### config.mk
export PLATFORM = sky130hd
export DESIGN_NAME = dual_dac_serial_command_decoder
export DESIGN_NICKNAME = d
export VERILOG_FILES = /design/src/dacdec_pkg.sv /design/src/serial_if.sv /design/src/serial_framer.sv /design/src/dual_dac_serial_command_decoder.sv
export SDC_FILE = /design/constraint.sdc
export NUM_CORES = 1
export LEC_CHECK = 0
export ABC_AREA = 1
export BUFFER_PORTS_ARGS = -buffer_cell sky130_fd_sc_hd__buf_2
export CAP_MARGIN = 10
export CORE_AREA = 2 2 114 116
export DETAILED_ROUTE_END_ITERATION = 10
export DIE_AREA = 0 0 116 118
export GPL_TIMING_DRIVEN = 0
export PLACE_DENSITY = 0.6
export SLEW_MARGIN = 20
export SYNTH_ARGS = -nofsm -noshare
export SYNTH_HDL_FRONTEND = slang
export SYNTH_SLANG_ARGS = --single-unit
### constraint.sdc
create_clock -name clk_i -period 4.05 [get_ports clk_i]
set_input_delay 0.2025 -clock clk_i [delete_from_list [all_inputs] [get_ports clk_i]]
set_output_delay 0.2025 -clock clk_i [all_outputs]
set_load 0.01 [all_outputs]
### src/dacdec_pkg.sv
// Package for the dual channel serial command decoder.
// Assumes one 25 MHz system clock and a synchronous active-high reset.
package dacdec_pkg;
  localparam int unsigned CLK_HZ = 25000000;
  localparam logic [3:0] CFG_TYPE_CODE = 4'h9;
  // Default device type identifier; value is arbitrary
  localparam logic [3:0] DEFAULT_TYPE_ID = 4'h6;
  localparam logic [7:0] CFG_RESET = {DEFAULT_TYPE_ID, 4'h6};
  localparam int unsigned CFG_LOCK_BIT = 0;
  localparam int unsigned CFG_POR_LSB = 1;
  localparam int unsigned CFG_PD_HIZ_BIT = 3;
  localparam int unsigned CFG_TYPE_LSB = 4;
  localparam logic [3:0] GRP_SLEEP = 4'h8;
  localparam logic [3:0] GRP_LOAD_ONE = 4'h9;
  localparam logic [3:0] GRP_LOAD_TWO = 4'ha;
  localparam logic [3:0] GRP_LOAD_BOTH = 4'hb;
  localparam logic [3:0] GRP_CLEAR = 4'hd;
  localparam logic [3:0] GRP_FILL = 4'he;
  localparam logic [3:0] GRP_RESTORE = 4'hf;
  localparam logic [1:0] POR_ZERO = 2'h0;
  localparam logic [1:0] POR_ONES = 2'h1;
  localparam logic [1:0] POR_MID = 2'h2;
  localparam logic [9:0] VAL_ZERO = 10'h000;
  localparam logic [9:0] VAL_FULL = 10'h3ff;
  localparam logic [9:0] VAL_MID = 10'h200;
  localparam logic [9:0] NV_RESET = 10'h000;
  localparam logic [3:0] BIT_CNT_RESET = 4'h0;
endpackage : dacdec_pkg

### src/serial_if.sv
// Interface between the bus framer and the command decoder.
// Assumes both ends run on the same system clock.
`timescale 1ns/10ps
interface serial_if;
  logic start_p;
  logic stop_p;
  logic byte_p;
  logic [7:0] rx_byte;
  logic [3:0] byte_idx;
  logic ack_req;
  logic tx_bit;
  logic tx_req;
  logic tx_en;
  logic rd_mode;
  modport framer (output start_p, stop_p, byte_p, rx_byte, byte_idx, rd_mode,
                  input ack_req, tx_bit, tx_en);
  modport decoder (input start_p, stop_p, byte_p, rx_byte, byte_idx, rd_mode,
                   output ack_req, tx_bit, tx_en);
endinterface : serial_if

### src/serial_framer.sv
// Two-wire bus framer: finds start, stop, bytes, drives acknowledge.
// Assumes bus pins are asynchronous and are synchronised here.
`timescale 1ns/10ps
module serial_framer
  import dacdec_pkg::*;
(
  input wire logic clk_i,
  input wire logic rst_i,
  input wire logic scl_i,
  input wire logic sda_i,
  output logic sda_oe_o,
  serial_if.framer sif
);
  logic [1:0] scl_sync_ff;
  logic [1:0] sda_sync_ff;
  logic scl_d_ff;
  logic sda_d_ff;
  logic [3:0] bit_cnt_ff;
  logic [7:0] shift_ff;
  logic [3:0] idx_ff;
  logic drive_ff;
  logic rd_ff;
  logic busy_ff;
  wire scl_rise = scl_sync_ff[1] & ~scl_d_ff;
  wire scl_fall = ~scl_sync_ff[1] & scl_d_ff;
  wire start_c = scl_sync_ff[1] & scl_d_ff & sda_d_ff & ~sda_sync_ff[1];
  wire stop_c = scl_sync_ff[1] & scl_d_ff & ~sda_d_ff & sda_sync_ff[1];
  // Count 8 means all data bits in; count 9 is the answer slot
  wire ninth = (bit_cnt_ff == 4'h9);

  // -----------------------------------------------------------
  // Synchronisers and edge history
  // -----------------------------------------------------------
  always_ff @(posedge clk_i) begin
    if (rst_i) begin
      scl_sync_ff <= 2'h3;
      sda_sync_ff <= 2'h3;
      scl_d_ff <= 1'b1;
      sda_d_ff <= 1'b1;
    end else begin
      scl_sync_ff <= {scl_sync_ff[0], scl_i};
      sda_sync_ff <= {sda_sync_ff[0], sda_i};
      scl_d_ff <= scl_sync_ff[1];
      sda_d_ff <= sda_sync_ff[1];
    end
  end

  // -----------------------------------------------------------
  // Bit counter, shifter, acknowledge drive
  // -----------------------------------------------------------
  always_ff @(posedge clk_i) begin
    if (rst_i || start_c || stop_c) begin
      bit_cnt_ff <= BIT_CNT_RESET;
      idx_ff <= 4'h0;
      drive_ff <= 1'b0;
      rd_ff <= 1'b0;
      busy_ff <= start_c;
    end else if (busy_ff && scl_rise && (bit_cnt_ff < 4'h8)) begin
      // Bits counted on rising edges, so the fall after start is ignored
      shift_ff <= {shift_ff[6:0], sda_sync_ff[1]};
      bit_cnt_ff <= bit_cnt_ff + 4'h1;
    end else if (busy_ff && scl_fall) begin
      if (ninth) begin
        bit_cnt_ff <= BIT_CNT_RESET;
        idx_ff <= idx_ff + 4'h1;
        busy_ff <= sif.ack_req | rd_ff;
        if (idx_ff == 4'h0) begin
          rd_ff <= shift_ff[0];
        end
        drive_ff <= 1'b0;
      end else if (bit_cnt_ff == 4'h8) begin
        // Answer slot opens; decision arrives on this same edge
        bit_cnt_ff <= 4'h9;
        drive_ff <= 1'b1;
      end
    end
  end

  assign sif.start_p = start_c;
  assign sif.stop_p = stop_c;
  assign sif.byte_p = busy_ff && scl_fall && (bit_cnt_ff == 4'h8);
  assign sif.rx_byte = shift_ff;
  assign sif.byte_idx = idx_ff;
  assign sif.rd_mode = rd_ff;
  // Low on the ninth clock for acknowledge, or data zero bits in read
  assign sda_oe_o = (drive_ff & sif.ack_req) | (sif.tx_en & ~sif.tx_bit);
endmodule : serial_framer

### src/dual_dac_serial_command_decoder.sv
// Command decoder for a dual 10-bit converter on the two-wire bus.
// Assumes the master owns the serial clock; pins arrive asynchronously.
// Notes on behaviour
// - Address byte: type, strap bits, direction
// - Write: address, ack, command, ack, data
// - Nibble 1001 loads channel one value
// - 1010 channel two, 1011 both channels
// - No stop: channel register only updated
// - Stop after data: also store nonvolatile
// - Clear command loads zeros to selection
// - Fill command loads ones to selection
// - Restore copies nonvolatile to selected channels
// - Sleep powers down selected channel outputs
// - Two-byte commands immediate, never store nonvolatile
// - Config register reached with type 1001
// - Lock bit blocks config read and write
// - Config bits 2:1 pick power-on value
// - Config bit 3 picks sleep output state
// - Config bits 7:4 give matched type id
// - Unit select gates bus participation
// - Unit select active high
// - Acknowledge only on matching address
`timescale 1ns/10ps
module dual_dac_serial_command_decoder
  import dacdec_pkg::*;
(
  input wire logic clk_i,
  input wire logic rst_i,
  input wire logic scl_i,
  input wire logic sda_i,
  output logic sda_o,
  output logic sda_oe_o,
  input wire logic [2:0] strap_addr_i,
  input wire logic unit_sel_i,
  input wire logic unit_sel_mode_i,
  output logic [9:0] chan_one_value_o,
  output logic [9:0] chan_two_value_o,
  output logic [9:0] nv_one_value_o,
  output logic [9:0] nv_two_value_o,
  output logic [1:0] sleep_o,
  output logic sleep_hiz_o,
  output logic [7:0] dac_configuration_o
);
  typedef enum logic [2:0] {
    ST_IDLE = 3'b000,
    ST_ADDR = 3'b001,
    ST_CMD = 3'b011,
    ST_DATA = 3'b010,
    ST_DONE = 3'b110,
    ST_CFG = 3'b111,
    ST_CFGRD = 3'b101
  } dec_state_e;

  serial_if sif ();

  logic [1:0] sel_sync_ff;
  logic [2:0] strap_ff;
  logic strap_taken_ff;
  dec_state_e state_ff;
  dec_state_e nxt_state;
  logic [7:0] cmd_ff;
  logic [9:0] pend_ff;
  logic [1:0] pend_tgt_ff;
  logic pend_ff_valid;
  logic [9:0] chan_ff [2];
  logic [9:0] nv_ff [2];
  logic [1:0] sleep_ff;
  logic [7:0] cfg_ff;
  logic por_done_ff;
  logic [7:0] rd_shift_ff;
  logic ack_ff;

  // -----------------------------------------------------------
  // Bus framing
  // -----------------------------------------------------------
  serial_framer u_framer (
    .clk_i(clk_i),
    .rst_i(rst_i),
    .scl_i(scl_i),
    .sda_i(sda_i),
    .sda_oe_o(sda_oe_o),
    .sif(sif)
  );

  // Open drain: only ever pulls low
  assign sda_o = 1'b0;

  // -----------------------------------------------------------
  // Unit select sync and strap capture
  // -----------------------------------------------------------
  always_ff @(posedge clk_i) begin
    if (rst_i) begin
      sel_sync_ff <= 2'h0;
    end else begin
      sel_sync_ff <= {sel_sync_ff[0], unit_sel_i};
    end
  end

  always_ff @(posedge clk_i) begin
    if (rst_i) begin
      strap_ff <= 3'h0;
      strap_taken_ff <= 1'b0;
    end else if (!strap_taken_ff) begin
      strap_ff <= strap_addr_i;
      strap_taken_ff <= 1'b1;
    end
  end

  // -----------------------------------------------------------
  // Address decode
  // -----------------------------------------------------------
  wire selected = !unit_sel_mode_i || sel_sync_ff[1];
  wire [3:0] type_id = cfg_ff[CFG_TYPE_LSB +: 4];
  wire strap_hit = (sif.rx_byte[3:1] == strap_ff);
  wire dac_hit = (sif.rx_byte[7:4] == type_id) && strap_hit;
  wire cfg_hit = (sif.rx_byte[7:4] == CFG_TYPE_CODE) && strap_hit
                 && !cfg_ff[CFG_LOCK_BIT];
  wire is_rd = sif.rx_byte[0];
  wire [3:0] grp = sif.rx_byte[7:4];
  wire [1:0] low_sel = sif.rx_byte[1:0];
  wire grp_load = (grp == GRP_LOAD_ONE) || (grp == GRP_LOAD_TWO)
                  || (grp == GRP_LOAD_BOTH);
  wire grp_fixed = ((grp == GRP_CLEAR) || (grp == GRP_FILL))
                   && (sif.rx_byte[3:2] == 2'h3);
  wire grp_short = grp_fixed || (grp == GRP_RESTORE) || (grp == GRP_SLEEP);
  wire cmd_ok = grp_load || (grp_short && low_sel != 2'h0);
  wire [1:0] load_tgt_c = (cmd_ff[7:4] == GRP_LOAD_ONE) ? 2'b01 :
                          (cmd_ff[7:4] == GRP_LOAD_TWO) ? 2'b10 : 2'b11;
  // Low bit pattern 10 means channel one, 01 channel two
  wire [1:0] short_tgt = {low_sel[0], low_sel[1]};
  wire at_byte = sif.byte_p;

  // -----------------------------------------------------------
  // Sequencer next state and acknowledge decision
  // -----------------------------------------------------------
  always_comb begin
    nxt_state = state_ff;
    case (state_ff)
      ST_IDLE: begin
        nxt_state = ST_IDLE;
      end
      ST_ADDR: begin
        if (at_byte) begin
          if (!selected) begin
            nxt_state = ST_IDLE;
          end else if (dac_hit && !is_rd) begin
            nxt_state = ST_CMD;
          end else if (cfg_hit) begin
            nxt_state = is_rd ? ST_CFGRD : ST_CFG;
          end else begin
            nxt_state = ST_IDLE;
          end
        end
      end
      ST_CMD: begin
        if (at_byte) begin
          nxt_state = !cmd_ok ? ST_IDLE : (grp_load ? ST_DATA : ST_DONE);
        end
      end
      ST_DATA: begin
        if (at_byte) begin
          nxt_state = ST_DONE;
        end
      end
      ST_CFG: begin
        if (at_byte) begin
          nxt_state = ST_DONE;
        end
      end
      ST_CFGRD: begin
        nxt_state = ST_CFGRD;
      end
      ST_DONE: begin
        nxt_state = ST_DONE;
      end
      default: begin
        nxt_state = ST_IDLE;
      end
    endcase
    if (sif.start_p) begin
      nxt_state = ST_ADDR;
    end else if (sif.stop_p) begin
      nxt_state = ST_IDLE;
    end
  end

  // Acknowledge asked when a byte is accepted
  wire nxt_ack = (state_ff != ST_IDLE) && (nxt_state != ST_IDLE)
                 && (nxt_state != ST_DONE || state_ff != ST_DONE);

  always_ff @(posedge clk_i) begin
    if (rst_i) begin
      state_ff <= ST_IDLE;
      ack_ff <= 1'b0;
    end else begin
      state_ff <= nxt_state;
      if (at_byte) begin
        ack_ff <= nxt_ack && (state_ff != ST_CFGRD);
      end
    end
  end

  assign sif.ack_req = ack_ff;

  // -----------------------------------------------------------
  // Configuration read shifter
  // -----------------------------------------------------------
  always_ff @(posedge clk_i) begin
    if (rst_i) begin
      rd_shift_ff <= 8'h00;
    end else if (state_ff == ST_ADDR && nxt_state == ST_CFGRD) begin
      rd_shift_ff <= cfg_ff;
    end else if (state_ff == ST_CFGRD && sif.byte_p) begin
      rd_shift_ff <= cfg_ff;
    end
  end

  assign sif.tx_en = (state_ff == ST_CFGRD) && (sif.byte_idx != 4'h0);
  assign sif.tx_bit = rd_shift_ff[3'h7 - sif.byte_idx[2:0]];

  // -----------------------------------------------------------
  // Command capture and pending nonvolatile store
  // -----------------------------------------------------------
  always_ff @(posedge clk_i) begin
    if (rst_i) begin
      cmd_ff <= 8'h00;
      pend_ff <= 10'h000;
      pend_tgt_ff <= 2'h0;
      pend_ff_valid <= 1'b0;
    end else begin
      if (sif.start_p || sif.stop_p) begin
        pend_ff_valid <= 1'b0;
      end
      if (state_ff == ST_CMD && at_byte) begin
        cmd_ff <= sif.rx_byte;
      end
      if (state_ff == ST_DATA && at_byte) begin
        pend_ff <= {cmd_ff[1:0], sif.rx_byte};
        pend_tgt_ff <= (cmd_ff[7:4] == GRP_LOAD_ONE) ? 2'b01 :
                       (cmd_ff[7:4] == GRP_LOAD_TWO) ? 2'b10 : 2'b11;
        pend_ff_valid <= 1'b1;
      end
    end
  end

  // Nonvolatile store only on stop after completed data byte
  wire nv_commit = sif.stop_p && pend_ff_valid && state_ff == ST_DONE;
  wire data_done = state_ff == ST_DATA && at_byte && selected;
  wire short_done = state_ff == ST_CMD && at_byte && grp_short && cmd_ok;
  wire [1:0] por_sel = cfg_ff[CFG_POR_LSB +: 2];

  // -----------------------------------------------------------
  // Channel, nonvolatile and sleep state per channel
  // -----------------------------------------------------------
  for (genvar ch = 0; ch < 2; ch++) begin : g_chan
    always_ff @(posedge clk_i) begin
      if (rst_i) begin
        chan_ff[ch] <= VAL_ZERO;
        nv_ff[ch] <= NV_RESET;
        sleep_ff[ch] <= 1'b0;
      end else if (!por_done_ff) begin
        chan_ff[ch] <= (por_sel == POR_ZERO) ? VAL_ZERO :
                       (por_sel == POR_ONES) ? VAL_FULL :
                       (por_sel == POR_MID) ? VAL_MID : nv_ff[ch];
      end else begin
        if (data_done && load_tgt_c[ch]) begin
          chan_ff[ch] <= {cmd_ff[1:0], sif.rx_byte};
        end else if (short_done && short_tgt[ch]) begin
          // Two-byte commands act at the command acknowledge
          if (grp == GRP_CLEAR) begin
            chan_ff[ch] <= VAL_ZERO;
          end else if (grp == GRP_FILL) begin
            chan_ff[ch] <= VAL_FULL;
          end else if (grp == GRP_RESTORE) begin
            chan_ff[ch] <= nv_ff[ch];
          end
        end
        if (short_done && short_tgt[ch] && grp == GRP_SLEEP) begin
          sleep_ff[ch] <= 1'b1;
        end else if ((data_done && load_tgt_c[ch])
                     || (short_done && short_tgt[ch] && grp != GRP_SLEEP)) begin
          sleep_ff[ch] <= 1'b0;
        end
        if (nv_commit && pend_tgt_ff[ch]) begin
          nv_ff[ch] <= pend_ff;
        end
      end
    end
  end

  // -----------------------------------------------------------
  // Configuration register and power-on load
  // -----------------------------------------------------------
  always_ff @(posedge clk_i) begin
    if (rst_i) begin
      cfg_ff <= CFG_RESET;
      por_done_ff <= 1'b0;
    end else begin
      por_done_ff <= 1'b1;
      if (state_ff == ST_CFG && at_byte && !cfg_ff[CFG_LOCK_BIT]) begin
        cfg_ff <= sif.rx_byte;
      end
    end
  end

  // -----------------------------------------------------------
  // Outputs
  // -----------------------------------------------------------
  assign chan_one_value_o = chan_ff[0];
  assign chan_two_value_o = chan_ff[1];
  assign nv_one_value_o = nv_ff[0];
  assign nv_two_value_o = nv_ff[1];
  assign sleep_o = sleep_ff;
  assign sleep_hiz_o = cfg_ff[CFG_PD_HIZ_BIT];
  assign dac_configuration_o = cfg_ff;
endmodule : dual_dac_serial_command_decoder

==> results.md <==
- Status: finished, final reports clean
- Worst path arrival time: 2680 ps
- Count of state elements after synthesis: ~110
- CTS tree: built
- Initial DRC count: 323
- Leak pwr: between 2 and 3 nW
- Synth Instances: 672
- Crit path largest cell delay: approximately 600 ps
- Post-synth net total: around 690
- Post-CTS sizing: 0
- Main combinational cell family by area after synthesis: simple AND/OR/NAND/NOR gates
- Syn avg cell area: just over 8 sq um
- Clock skew: 8.40 ps
- Measured slew at the worst slew-check pin: about 830 ps
- Crit share post-route: approximately two thirds
- Nets@finish: between 700 and 800
- Root buffer cell: clkbuf_16
- Critical-path top delay cell: edfxtp_1
- Skew-Pair Late Insertion Delay: ~360 ps
- Critical Path Sink Type: flip-flop
- Die area: roughly 0.014 sq mm
- GRT overflow: 0
- Worst Hold Class: input port to flip-flop
- Startpoint types: flip-flop
- Non-Filler Instances: between 900 and 1000
- Synth warn: 0
- Remaining routing DRC violations: 0
- Critical Path RT: 3990 ps
- Placed insts: 904
- Final Hold Vio Count: 0
- Post-synth EDFFs: 49
- Placer Congestion: 0.893
- Post-CTS Hold Fix Bufs: 0
- Fin util: just over 50%
- Max IR drop VDD: about 0.20 mV
- RSZ-0062 raised after global routing: false
- Worst-path clk slew: roughly 70 ps
- Initial DRT Pass Iterations: 5
- Area grow syn2layout: 14.6%
- Row count: between 40 and 50
- CP max FO: 10
- Relative slew margins: 44.2%
- Endpoints failing setup: 0
- Initial Util: around 44%
- Critical path, cell by cell: inv_2, nand2_1, inv_2, nand2_1, nand2_2, nand2_1, nand2_1, nand3_1, nor2_2, nand3_2, buf_2, nand4_1
- Largest net degree at the start of global routing: 18
- Most frequent CP cell: nand2_1
- Vias per Instance: between 5 and 6
- Pins Over Slew Limit: 0
- Vias in the first global route: 4214
- Mean routed wirelength per cell: ~15 microns
- Main flop type after synthesis: dfxtp_1
- Synth Area in XOR/XNOR: 0.319%
- Mux contribution to synthesized area: 0%
- IO Port Bufs: 60
- Total negative setup slack: 0 ps
- Antenna Nets Post-Route: 0
- Area share of fa/ha/maj cells after synthesis: between 1 and 1.5%
- Max cap viols: 0
- Crit Path Category: flip-flop to flip-flop
- Ys async rst share: 0%
- Overall Global Routing Usage: between 20% and 30%
- Total CTS buffers: 9
- Final Critical Period: 2740 ps
- Max Root-Sink Buffers: 2
- Post-CTS setup buffers: 0
- First-pass GRT wire length: about 22 mm
- Post-synthesis compound-gate area fraction: between 10% and 20%
- Layout cells sized above 1: between 20 and 25%
- Die Wd: around 120 microns
- PD cells: about 350 mW/mm^2
- F_max: 0.365 GHz
- H-tree levels: 3
- HPWL after DPL: around 11 mm
- Mapped cell area: 0.00550 sq mm
- Number of I/O pins: 62
- Initial antenna violation count: 0
- DR vias: about 4700
- Final wirelength: about 14 mm
- Core ar.: around 0.012 sq mm
- Total clock sinks: approximately 110
- Simple logic cell fraction of the synthesized area: approximately a quarter
- Distinct cells, synth: 47
- Die Ht: approximately 120 microns
- Share of the yosys chip area belonging to registers: 49.7%
- Antenna fix cells: 0
- CP Buf/Inv Count: 3
- Top delay family on crit path: simple AND/OR/NAND/NOR gates
-- worst reg2reg max path, cell delays in order, from the launching register on --
cell	delay, ps
edfxtp_1	590
inv_2	150
nand2_1	130
inv_2	40
nand2_1	110
nand2_2	100
nand2_1	100
nand2_1	70
nand3_1	150
nor2_2	70
nand3_2	100
buf_2	230
nand4_1	470
-- placed cells by master (no fill, tap or decap), types with 4 or more instances in the layout --
master and count:
o21ai_2 18, clkbuf_16 10, or2_2 4, nor2_1 106, inv_1 61, dfxtp_1 63, a21oi_1 57, buf_2 66
nand2_1 108, buf_4 4, nand4_1 6, a211oi_1 4, clkbuf_1 15, edfxtp_1 49, o211ai_1 4, inv_2 25
nand3_1 32, nor3_1 11, o21ai_1 12, nand3b_1 4, o21ai_0 40, ha_1 5
-- sequential cells by signal (all words and copies together), names as in the netlist, 2 cells and up --
register	cells
chan_ff	20
cmd_ff	6
dac_configuration_o	8
nv_ff	20
pend_ff	10
pend_tgt_ff	2
rd_shift_ff	8
sel_sync_ff	2
sleep_o	2
state_ff	3
strap_ff	3
u_framer.bit_cnt_ff	4
u_framer.scl_sync_ff	2
u_framer.sda_sync_ff	2
u_framer.sif.byte_idx	4
u_framer.sif.rx_byte	8
-- synthesized netlist by cell type, types with 2 or more instances --
master | number | area (sq um)
o21ai_0 | 40 | 200
nor4_1 | 2 | 12.5
a211oi_1 | 4 | 30.0
nand4_2 | 3 | 37.5
buf_2 | 6 | 30.0
nand3b_1 | 4 | 30.0
buf_4 | 4 | 30.0
nand3_2 | 3 | 30.0
o31ai_1 | 2 | 15.0
a21oi_1 | 57 | 285
o21ai_1 | 12 | 60.1
o21ai_2 | 18 | 158
dfxtp_1 | 63 | 1260
clkbuf_1 | 13 | 48.8
nor3_1 | 11 | 55.1
edfxtp_1 | 49 | 1470
nand3_1 | 32 | 160
o41ai_1 | 2 | 17.5
nand3_4 | 3 | 52.6
nor2_4 | 2 | 22.5
buf_6 | 3 | 33.8
inv_2 | 25 | 93.8
ha_1 | 5 | 62.6
inv_1 | 61 | 229
nand2_2 | 3 | 18.8
nand4_1 | 6 | 37.5
nor2_1 | 106 | 398
o211ai_1 | 4 | 30.0
nand2_1 | 108 | 405
or2_2 | 4 | 25.0
-- cells by family (layout without fill, tap and decap cells) --
logic type	count (synthesis)	in the layout
buffers and inverters	114	190
XOR/XNOR	2	2
AO/OA/AOI/OAI	144	144
adder cells (fa/ha/maj)	5	5
AND/OR/NAND/NOR	294	294
flip-flops	112	112
other	1	1
-- power breakdown --
group          switching, mW  leakage (nW)  internal [mW]  total [mW]
Combinational         0.0867          1.56         0.0470       0.134
Clock                  0.397         0.136          0.468       0.865
Sequential            0.0199         0.998           1.21        1.23
Total                  0.503          2.70           1.72        2.23
-- metal layers --
metal | GRT usage (%) | part of all wire [%] | vias up
met1 | 29.3 | 47 | 2218
met2 | 32.4 | 44 | 124
met4 | 9.90 | 3.3 | 0
li1 | - | - | 2362
met3 | 3.55 | 4.8 | 28
met5 | 0 | 0 | -
-- final timing paths --
kind | startpoint | depth (start not counted) | end | slack (ps)
worst max-delay path | u_framer.sif.rx_byte[6] | 12 | chan_ff[1][3] | 1310
worst min-delay path | sda_i | 2 | u_framer.sda_sync_ff[0] | 20
worst max register to register | u_framer.sif.rx_byte[6] | 12 | chan_ff[1][3] | 1310
worst min register to register | u_framer.scl_sync_ff[0] | 1 | u_framer.scl_sync_ff[1] | 410
-- metrics by stage --
| stage | setup WS (ps) | area [sq um] | hold WS [ps] | total power [mW] |
|---|---|---|---|---|
| floorplan | 1850 | 5500 | 306 | 1.34 |
| global placement | 1350 | 6010 | 386 | 1.39 |
| detailed placement | 1290 | 6010 | 386 | 1.39 |
| CTS | 1270 | 6300 | 16.0 | 2.25 |
| global route | 986 | 6300 | 21.2 | 2.31 |
| finish | 1310 | 6300 | 24.2 | 2.23 |
-- cell type report --
class,instances,area [sq um]
Tap cell,172,215
Timing Repair Buffer,60,300
Clock buffer,13,272
Sequential cell,112,2730
Buffer,26,143
Fill cell,1241,6110
Inverter,88,333
Clock inverter,3,15.0
Multi-Input combinational cell,446,2290
Note: power is estimated with default switching activity, not from simulation.
